--- config.mk ---
export PLATFORM = sky130hd
export DESIGN_NAME = atis_trigger_select
export DESIGN_NICKNAME = d
export VERILOG_FILES = /design/src/common/atis_pkg.sv /design/src/core/atis_trigger_select.sv
export VERILOG_INCLUDE_DIRS = /design/src /design/src/common
export SDC_FILE = /design/constraint.sdc
export NUM_CORES = 1
export LEC_CHECK = 0
export BUFFER_PORTS_ARGS = -buffer_cell sky130_fd_sc_hd__buf_4
export CORE_MARGIN = 5
export CORE_UTILIZATION = 30
export CTS_CLUSTER_DIAMETER = 40
export DETAILED_ROUTE_END_ITERATION = 10
export GPL_ROUTABILITY_DRIVEN = 0
export SLEW_MARGIN = 20
export SYNTH_ARGS = -nofsm -noshare
export SYNTH_HDL_FRONTEND = slang
export SYNTH_SLANG_ARGS = --single-unit
--- constraint.sdc ---
create_clock -name clk_i -period 3.9 [get_ports clk_i]
set_input_delay 0.78 -clock clk_i [delete_from_list [all_inputs] [get_ports clk_i]]
set_output_delay 0.78 -clock clk_i [all_outputs]
set_load 0.02 [all_outputs]
--- src/common/atis_defs.svh ---
// constants for the per-axis trigger input select block
`ifndef ATIS_DEFS_SVH
`define ATIS_DEFS_SVH
`define ATIS_NUM_AXES      8
// setting encoding: {enable, polarity}; polarity 1 = active transition
`define ATIS_SET_W         2
`define ATIS_SET_EN_BIT    1
`define ATIS_SET_POL_BIT   0
`define ATIS_SET_RESET     2'h3
`define ATIS_SET_OFF       2'h0
`define ATIS_SET_ACTIVE    2'h3
`define ATIS_SET_INACTIVE  2'h2
`define ATIS_SYNC_STAGES   3
`endif

--- src/common/atis_pkg.sv ---
// types for the per-axis trigger input select block
package atis_pkg;
  typedef logic [1:0] atis_setting_t;
  typedef enum logic [1:0] {
    ATIS_CODE_OFF,
    ATIS_CODE_ACTIVE,
    ATIS_CODE_INACTIVE,
    ATIS_CODE_KEEP
  } atis_code_t;
endpackage

--- src/core/atis_trigger_select.sv ---
// per-axis trigger input select: settings, pin sync, edge triggers
`timescale 1ns/1ns
`default_nettype none
`include "atis_defs.svh"
module atis_trigger_select #(
  parameter int NUM_AXES = `ATIS_NUM_AXES
) (
  // clock and reset
  input  wire logic                  clk_i,
  input  wire logic                  rst_i,
  // setting write: mask of axes, per-axis code
  input  wire logic [NUM_AXES-1:0]   wr_mask_i,
  input  wire atis_pkg::atis_code_t  wr_code_i [NUM_AXES],
  // read selection
  input  wire logic [2:0]            rd_axis_i,
  output logic                       rd_state_o,
  output logic [NUM_AXES-1:0]        pin_state_o,
  // settings readback
  output logic [NUM_AXES-1:0]        set_en_o,
  output logic [NUM_AXES-1:0]        set_pol_o,
  // trigger pins and encoder index, asynchronous
  input  wire logic [NUM_AXES-1:0]   trigger_a_pin_i,
  input  wire logic [NUM_AXES-1:0]   index_pin_i,
  // motion engine cycle status and configuration
  input  wire logic [NUM_AXES-1:0]   home_seek_cycle_i,
  input  wire logic [NUM_AXES-1:0]   registration_move_cycle_i,
  input  wire logic [NUM_AXES-1:0]   follower_registration_cycle_i,
  input  wire logic [NUM_AXES-1:0]   index_qual_en_i,
  // trigger pulses
  output logic [NUM_AXES-1:0]        home_trig_o,
  output logic [NUM_AXES-1:0]        reg_trig_o,
  output logic [NUM_AXES-1:0]        index_start_o
);

  // edge on pin selected by polarity: pol=1 rising, pol=0 falling
  function automatic logic sel_edge(input logic rise, input logic fall,
                                    input logic pol);
    sel_edge = pol ? rise : fall;
  endfunction

  // filtered level: follows stage three once two and three agree
  function automatic logic [NUM_AXES-1:0] filt(
    input logic [NUM_AXES-1:0] st2,
    input logic [NUM_AXES-1:0] st3,
    input logic [NUM_AXES-1:0] prev
  );
    filt = (~(st2 ^ st3) & st3) | ((st2 ^ st3) & prev);
  endfunction

  // reset setting split into its fields
  localparam atis_pkg::atis_setting_t RST_SET = `ATIS_SET_RESET;
  localparam logic RST_EN  = RST_SET[`ATIS_SET_EN_BIT];
  localparam logic RST_POL = RST_SET[`ATIS_SET_POL_BIT];

  logic [NUM_AXES-1:0] s1_q, s2_q, s3_q, pin_q;
  logic [NUM_AXES-1:0] x1_q, x2_q, x3_q, idx_q;
  logic [NUM_AXES-1:0] en_q, en_d, pol_q, pol_d;
  logic [NUM_AXES-1:0] pin_rise, pin_fall, idx_rise;
  logic [NUM_AXES-1:0] reg_cyc, trig_edge, arm_q, arm_d;
  logic [NUM_AXES-1:0] home_d, reg_d;
  logic [NUM_AXES-1:0] home_q, reg_q;
  logic [NUM_AXES-1:0] pin_new, idx_new, qual_hit, fire;

  // three-stage sync; change accepted when stages two and three agree
  always_ff @(posedge clk_i or posedge rst_i) begin
    if (rst_i) begin
      s1_q  <= '0;
      s2_q  <= '0;
      s3_q  <= '0;
      pin_q <= '0;
      x1_q  <= '0;
      x2_q  <= '0;
      x3_q  <= '0;
      idx_q <= '0;
    end else begin
      s1_q  <= trigger_a_pin_i;
      s2_q  <= s1_q;
      s3_q  <= s2_q;
      pin_q <= pin_new;
      x1_q  <= index_pin_i;
      x2_q  <= x1_q;
      x3_q  <= x2_q;
      idx_q <= idx_new;
    end
  end

  assign pin_new  = filt(s2_q, s3_q, pin_q);
  assign idx_new  = filt(x2_q, x3_q, idx_q);
  assign pin_rise = pin_new & ~pin_q;
  assign pin_fall = ~pin_new & pin_q;
  assign idx_rise = idx_new & ~idx_q;
  assign reg_cyc  = registration_move_cycle_i | follower_registration_cycle_i;

  // settings update
  always_comb begin
    en_d  = en_q;
    pol_d = pol_q;
    for (int a = 0; a < NUM_AXES; a++) begin
      if (wr_mask_i[a]) begin
        case (wr_code_i[a])
          atis_pkg::ATIS_CODE_ACTIVE: begin
            en_d[a]  = 1'b1;
            pol_d[a] = 1'b1;
          end
          atis_pkg::ATIS_CODE_INACTIVE: begin
            en_d[a]  = 1'b1;
            pol_d[a] = 1'b0;
          end
          atis_pkg::ATIS_CODE_OFF: begin
            if (!reg_cyc[a]) begin
              en_d[a] = 1'b0;
            end
          end
          default: begin
            en_d[a] = en_q[a];
          end
        endcase
      end
    end
  end

  // trigger edge, optionally armed by pin edge then qualified by index
  always_comb begin
    for (int a = 0; a < NUM_AXES; a++) begin
      trig_edge[a] = sel_edge(pin_rise[a], pin_fall[a], pol_q[a]);
    end
  end

  always_comb begin
    arm_d = arm_q;
    for (int a = 0; a < NUM_AXES; a++) begin
      if (!(home_seek_cycle_i[a] | reg_cyc[a]) | !index_qual_en_i[a]) begin
        arm_d[a] = 1'b0;
      end else if (arm_q[a] & idx_rise[a]) begin
        arm_d[a] = 1'b0;
      end else if (trig_edge[a]) begin
        arm_d[a] = 1'b1;
      end
    end
  end

  assign qual_hit = index_qual_en_i & arm_q & idx_rise;
  assign fire     = (~index_qual_en_i & trig_edge) | qual_hit;
  assign home_d = home_seek_cycle_i & fire;
  assign reg_d  = reg_cyc & en_q & fire;

  always_ff @(posedge clk_i or posedge rst_i) begin
    if (rst_i) begin
      en_q   <= {NUM_AXES{RST_EN}};
      pol_q  <= {NUM_AXES{RST_POL}};
      arm_q  <= '0;
      home_q <= '0;
      reg_q  <= '0;
    end else begin
      en_q   <= en_d;
      pol_q  <= pol_d;
      arm_q  <= arm_d;
      home_q <= home_d;
      reg_q  <= reg_d;
    end
  end

  assign home_trig_o   = home_q;
  assign reg_trig_o    = reg_q;
  assign index_start_o = reg_q;
  assign pin_state_o   = pin_q;
  assign rd_state_o    = pin_q[rd_axis_i];
  assign set_en_o      = en_q;
  assign set_pol_o     = pol_q;

  // per-axis checks, built from the steps of each trigger
  for (genvar g = 0; g < NUM_AXES; g++) begin : g_chk

  end
endmodule
`default_nettype wire

After elaboration in Yosys (flattened, before gate mapping)
Index checks and enable logic that the tools add are counted.
{"block": "word_totals", "register_bits": 104, "inputBits": 77, "out_inout_bits": 49, "elab_cells": 238}
{"block": "op_classes", "n_lt_le_gt_ge": 1, "eq_ne": 24, "muxes": 58, "n_bitwise": 49, "reduce_logical": 72}
{"op": "8-bit bitwise AND", "count": 13}
{"op": "8-bit inverter", "count": 6}
{"op": "1-bit two-way mux", "count": 41}
{"op": "8-bit OR", "count": 4}
{"op": "1-bit one-hot mux with 2 select lines", "count": 16}
{"op": "2-bit nonzero test", "count": 16}
{"op": "3-bit AND reduction", "count": 8}
{"op": "3-bit nonzero test", "count": 8}
{"op": "2-bit by 1-bit equality test with 1-bit output, second input constant", "count": 8}
{"op": "2-bit equality test, second input constant", "count": 8}
{"op": "1-bit zero test", "count": 16}
{"op": "2-bit zero test", "count": 8}
{"op": "2-bit != test, second input constant", "count": 8}
{"op": "1-bit OR", "count": 16}
{"op": "2-bit AND reduction", "count": 8}
{"op": "2-bit OR reduction", "count": 8}
{"op": "8-bit bitwise XOR", "count": 2}
{"op": "1-bit bitwise AND", "count": 8}
{"op": "3-bit by 4-bit less-than comparator with 1-bit output, second input constant", "count": 1}
{"op": "1-bit binary-select mux with 3-bit select", "count": 1}

Logic depth before layout (Yosys ltp)
Gate-level depths: netlist (run 1).
{"block": "logic_depth", "depth_word": 10, "ltp_mapped": 5, "mapped_depth_nobuf": 5}

Worst setup path after synthesis (run 1)
OpenSTA, ideal clock, no wires.
{"block": "synth_timing", "path_kind": "in2out", "startpoint": "input rd_axis_i[1]", "endpoint": "output rd_state_o", "arrival_time_ns": 1.612, "t_required_ns": 3.120, "setup_slack_ns": 1.508, "path_stages": 2, "path_buffers": 0, "path_cell_list": "mux4_1 mux2_2"}
{"block": "synth_between", "elab_chain_len": 2}
{"element": "start: declaration", "line_no": "atis_trigger_select.sv:15", "rtl": "input wire logic [2:0] rd_axis_i,"}
{"element": "1-bit binary-select mux with 3-bit select", "line_no": "atis_trigger_select.sv:167", "rtl": "assign rd_state_o = pin_q[rd_axis_i];"}
{"element": "1-bit two-way mux (implied by the code)", "line_no": "atis_trigger_select.sv:167"}
{"element": "end: declaration", "line_no": "atis_trigger_select.sv:16", "rtl": "output logic rd_state_o,"}
Every way passes these cells. The select of a mux whose other input is x is not followed.

Worst setup path after layout (run 1)
Same ends and word-level chain as after synthesis.

==> results.md, run 1 <==
* Sink Count at 104
* Initial Util at 30.49%
* IO Port Bufs at 125
* Max Cap Viol at 0
* P per Cell Area at 484.1 nW/µm²
* Worst r2r src: s3_q[1]
* DRC at 0
* Final HPWL DP at roughly 6500 µm
* Cells after Synth at about 310
* Vias at around 2800
* Clk_skew at 0.006092 ns
* Post-synthesis net count at 398
* CP Max Fanout at 2
* Worst VDD drop at 243.3 µV
* Layout area overhead at 35.67%
* Library cells used by synthesis at 18
* Number of antenna diodes at 0
* #FFs+latches synth at 104
* CP Launch Type: primary input
* Clock tree from TritonCTS: built
* H-tree depth at 3
* Synth top area share at 54.54%
* LEAKAGE at 0.002606 µW
* Routed length per instance at approximately 14 µm
* Number of synthesis warnings at 0
* CP Capture Type: output pin
* Setup violators final at 0
* Detail Route Antenna Nets at 0
* CORE AREA at approximately 13000 µm²
* Worst Path Arrival at approximately 1.8 ns
* Share of layout cells above drive strength 1 at 36.22%
* Post-CTS Setup Bufs at 0
* DRT iter0 DRCs at 109
* Min-delay src: s1_q[4]
* Syn Area/Cell at about 13 µm²
* Sequential share of the synthesized area at 64.95%
* Final Hold Fails at 0
* Crit path from: rd_axis_i[1]
* CTS Buf Count at 9
* Min-delay worst type: flop to flop
* Site row count at 42
* Clk_lat worst skew at 0.34 ns
* Area contributors post-synth: dfrtp_1, dfstp_2, ha_1, and4b_1, maj3_1
* Setup TNS at 0 ns
* Max-slew violation count at 0
* # IOs at 126
* RSZ-0062 raised after global routing: no
* Root Driver: clkbuf_16
* Die H at ~130 µm
* DR vias/cell at roughly 4.5
* Initial antenna violation count at 0
* # nets final at 527
* Post-CTS sizing at 0
* Mapped cell area at 4038 µm²
* Most frequent CP cell: buf_4
* Die width at 126.0 µm
* Min Tclk post-route at 2.618 ns
* Clk pin slew, worst setup/hold paths at 0.07 ns
* Worst Tran Pin Value at 0.6675 ns
* Crit path kind: primary input to output pin
* Period utilization at 67.12%
* Total gr overflow at 0
* Critical path, cell by cell: buf_4 -> mux4_1 -> mux2_2 -> buf_4
* Largest net degree at the start of global routing at 54
* CP max-delay cell: mux4_1
* Max-slew headroom at 55.50%
* Worst Path Required at ~3.1 ns
* Max incr delay on CP at 0.52 ns
* Vias in the first global route at 2903
* Status: finished clean
* Max Clk Rate at 382.0 MHz
* Worst hold margin at 0.3414 ns
* First-pass GRT wire length at between 10000 and 15000 µm
* Die footprint at 15880 µm²
* Area leader, netlist: dfrtp_1
* CTS max path bufs at 2
* Drt first pass iters at 4
* CTS Hold Bufs at 0
* Total GRT Usage at 11.19%
* Detailed Route WL at 8488 µm
metal layers:
metal / wire length, µm / vias to the layer above / GRT usage [%]
li1: - / 1352 / -
met3: 647 / 8 / 5.504
met4: 84 / 0 / 3.028
met1: 3628 / 1330 / 14.02
met2: 4128 / 85 / 17.31
met5: 0 / - / 0
stage by stage:
stage / total power (µW) / cells / area, µm² / utilization [%] / worst slack (ns)
3_5_place_dp: 1749 / 599 / 5159 / 38.96 / 1.280
2_1_floorplan: 1522 / 305 / 4038 / - / 0.4143
4_1_cts: 2704 / 615 / 5478 / 41.36 / 1.279
5_1_grt: 2797 / 615 / 5478 / 41.36 / 1.266
3_3_place_gp: 1736 / 599 / 5159 / 38.96 / 1.274
6_report: 2652 / 615 / 5478 / 41.36 / 1.282
cells in the mapped netlist:
| master | instances |
|---|---|
| a21oi_1 | 19 |
| a31oi_1 | 3 |
| and4b_1 | 16 |
| buf_4 | 8 |
| dfrtp_1 | 88 |
| dfstp_2 | 16 |
| ha_1 | 16 |
| inv_1 | 25 |
| maj3_1 | 16 |
| mux2_2 | 1 |
| mux4_1 | 2 |
| nand2_1 | 10 |
| nor2b_1 | 8 |
| nor3_1 | 32 |
| nor3b_1 | 8 |
| nor4b_1 | 8 |
| o21ai_0 | 13 |
| o31ai_1 | 16 |
worst paths after layout:
path                       cells past startpoint             end  slack, ns
max                                            4      rd_state_o       1.28
min                                            0         s2_q[4]       0.34
min reg2reg                                    0         s2_q[4]       0.34
max reg2reg                                    3  home_trig_o[1]       2.53
max in group asynchronous                      3    set_pol_o[5]       2.60
min in group asynchronous                      2         x1_q[2]       0.53
kinds of logic (layout without fill, tap and decap cells):
group	count (synthesis)	after routing	share of synthesized area [%]
AOI/OAI and AO/OA	51	51	7.406
buffers and inverters	33	167	3.812
and+or+nand+nor	82	82	13.33
muxes	3	3	1.580
adders and majority gates	32	32	8.925
DFF	104	104	64.95
worst max-delay path: cells and delay by family:
family | cells | cell delay [ns]
muxes | 2 | 0.80
buffers and inverters | 2 | 0.25
cells in the final DEF, fill, tap and decap left out:
cell	Yosys	routed
a21oi_1	19	19
a31oi_1	3	3
and4b_1	16	16
buf_12	0	1
buf_4	8	125
bufinv_16	0	1
clkbuf_1	0	1
clkbuf_16	0	9
clkbuf_8	0	4
clkinv_2	0	1
dfrtp_1	88	88
dfstp_2	16	16
ha_1	16	16
inv_1	25	24
inv_4	0	1
maj3_1	16	16
mux2_2	1	1
mux4_1	2	2
nand2_1	10	10
nor2b_1	8	8
nor3_1	32	32
nor3b_1	8	8
nor4b_1	8	8
o21ai_0	13	13
o31ai_1	16	16
report_power, final:
| part | leakage [µW] | internal [µW] | total (µW) | switching, µW |
|---|---|---|---|---|
| Sequential | 0.00124 | 1200 | 1280 | 79.4 |
| Clock | 0.000159 | 567 | 931 | 364 |
| Combinational | 0.00121 | 213 | 439 | 226 |
| Total | 0.00261 | 1980 | 2650 | 669 |
layout make-up:
type / instances / area, µm²
tap: 176 / 220.2
multi-input combinational: 168 / 1261
timing repair buffer: 126 / 958.4
fill: 1272 / 7765
clock buffer: 14 / 284.0
inverter: 25 / 96.34
sequential: 104 / 2623
clock inverter: 2 / 35.03
Note: power is estimated with default switching activity, not from simulation.
==> run 2, diff against run 1 <==
- clock period: 3.9 -> 2.46 ns (I/O delays scaled with it)
==> run 2 against run 1 <==
Wire length hardly changed; critical path depth is 1 lower; clock skew is 0.0025 ns higher; total power is 56% higher; first-iteration DRC count is 9.2% lower; flip-flop and latch count stayed put; cell count stayed put; global-route usage hardly changed; sequential share of layout area is 0.23 points higher; core utilization is 0.20 points lower.
==> results.md, run 2 (synthesis gave the netlist of run 1 again) <==
* CP bufs+invs at 1 (-1)
* LEAKAGE at 0.002590 µW (-0.65%)
* Final WS setup at 0.2403 ns (-1.042 ns)
* CTS Hold Bufs at 0 (unchanged)
* Worst Tran Pin Value at 0.5356 ns (-0.1319 ns)
* Drt first pass iters at 4 (unchanged)
* Max Clk Rate at 450.5 MHz
* CTS Buf Count at 9 (unchanged)
* Max-slew headroom at 64.29% (+8.8 points)
* Die H at 126.0 µm (unchanged)
* IO Port Bufs at 125 (unchanged)
* Post-CTS Setup Bufs at 0 (unchanged)
* Design Power at 4135 µW (+56%)
* CP max-delay cell: mux4_1
* Clock tree from TritonCTS: built
* Busiest grt layer: met2
* CORE AREA at 13240 µm² (unchanged)
* Clk_lat worst skew at 0.35 ns (about the same)
* P per Cell Area at 758.5 nW/µm² (+57%)
* Detail Route Antenna Nets at 0 (unchanged)
* Clk_skew at 0.008591 ns (+0.002499 ns)
* Finished Core Util at 41.17% (-0.20 points)
* CP Launch Type: flop
* Setup TNS at 0 ns (unchanged)
* CP Capture Type: output pin
* Sink Count at 104 (unchanged)
* Site row count at 42 (unchanged)
* # nets final at 527 (unchanged)
* Die width at 126.0 µm (unchanged)
* Final Hold Fails at 0 (unchanged)
* Worst Path Arrival at 1.73 ns (-0.11 ns)
* Post-CTS sizing at 0 (unchanged)
* Final HPWL DP at 6361 µm (-2.0%)
* Period utilization at 90.23%
* Clk pin slew, worst setup/hold paths at 0.07 ns (about the same)
* Initial Util at 30.49% (unchanged)
* Layout area overhead at 35.02%
* Largest net degree at the start of global routing at 105 (+94%)
* Number of antenna diodes at 0 (unchanged)
* Setup violators final at 0 (unchanged)
* Routed length per instance at 13.80 µm (about the same)
* Met1 Usage GRT at 13.57% (-0.45 points)
* Delay-heaviest family, CP: multiplexers
* Worst VDD drop at 474.5 µV (+95%)
* DRT iter0 DRCs at 99 (-9.2%)
* Min Tclk post-route at 2.220 ns
* DRC at 0 (unchanged)
* GR Util met3 at 4.826% (-0.68 points)
* Most frequent cells in the layout: buf_4, dfrtp_1, nor3_1, inv_1, a21oi_1
* Share of layout cells above drive strength 1 at 35.99% (-0.23 points)
* Fillers at 1280 (+0.63%)
* Detailed Route WL at 8489 µm (about the same)
* Min-delay worst type: primary input to flop
* RSZ-0062 raised after global routing: no
* Worst Path Required at 1.97 ns (-1.15 ns)
* Total gr overflow at 0 (unchanged)
* Register area at 2623 µm² (unchanged)
* Met2 usage at 17.78% (+0.47 points)
* # IOs at 126 (unchanged)
* H-tree depth at 3 (unchanged)
* First-pass GRT wire length at 14180 µm (-0.34%)
* CTS max path bufs at 2 (unchanged)
* Critical path, cell by cell: mux4_1 -> mux2_2 -> buf_4
* Most common cell after layout, fill and taps aside: buf_4
* Crit path kind: flop to output pin
* Max incr delay on CP at 0.51 ns (about the same)
* Initial antenna violation count at 0 (unchanged)
* Status: finished clean
* Max-slew violation count at 0 (unchanged)
* Total GRT Usage at 11.17% (-0.027 points)
* Vias at 2761 (-0.50%)
* Max Cap Viol at 0 (unchanged)
* DR vias/cell at 4.489 (-0.50%)
* Root Driver: clkbuf_16
* Post-Place Setup Slack at 0.4216 ns (-0.8581 ns)
* Area of the multi-input gates at 1261 µm² (unchanged)
* Vias in the first global route at 2925 (+0.76%)
* CP Max Fanout at 5 (+3)
* Die footprint at 15880 µm² (unchanged)
run 2: changes by cell type in the layout (fill, tap and decap cells not counted):
| cell | previous run | this run |
|---|---|---|
| clkinv_2 | 1 | 3 |
| clkinvlp_4 | 0 | 1 |
| clkbuf_1 | 1 | 2 |
| clkbuf_8 | 4 | 1 |
| inv_4 | 1 | 0 |
run 2: layout make-up:
| cell class | instances | share of cell area, % |
|---|---|---|
| Clock buffer | 12 | 4.521 |
| Clock inverter | 4 | 0.8263 |
| Inverter | 25 | 1.790 |
| Multi-Input combinational cell | 168 | 23.14 |
| Sequential cell | 104 | 48.11 |
| Tap cell | 176 | 4.039 |
| Timing Repair Buffer | 126 | 17.58 |
run 2: final timing paths:
| kind | from | endpoint | slack (ns) | cells past startpoint |
|---|---|---|---|---|
| max | pin_state_o[3] | rd_state_o | 0.24 | 3 |
| max reg2reg | s2_q[1] | home_trig_o[1] | 1.17 | 3 |
| min | trigger_a_pin_i[5] | s1_q[5] | 0.25 | 1 |
| min reg2reg | x1_q[3] | x2_q[3] | 0.35 | 0 |
| min in group asynchronous | rst_i | s1_q[2] | 0.31 | 3 |
| max in group asynchronous | rst_i | set_pol_o[7] | 1.75 | 3 |
run 2: worst register-to-register path, delay by kind of cell, from the launching register on:
kind / cells / cell delay [ns]
AND/OR/NAND/NOR: 3 / 0.80
flip-flops: 1 / 0.41
run 2: layer usage:
| metal | part of all wire (%) | wire [µm] |
|---|---|---|
| met5 | 0 | 0 |
| met4 | 1.7 | 143 |
| met3 | 8.6 | 727 |
| met2 | 48 | 4048 |
| met1 | 42 | 3569 |
run 2: power by group:
group | internal (µW) | leakage, µW | switching (µW) | total (µW)
Sequential | 1910 | 0.00124 | 124 | 2030
Clock | 812 | 0.000146 | 599 | 1410
Combinational | 338 | 0.00121 | 355 | 693
run 2: per-stage QoR:
stage	cells	area [µm²]	hold WS [ns]
after global routing	615	5451	0.2273
after global placement	599	5160	0.3330
after floorplan	305	4041	0.3312
final	615	5451	0.2478
after detailed placement	599	5160	0.3347
after CTS	615	5451	0.2259
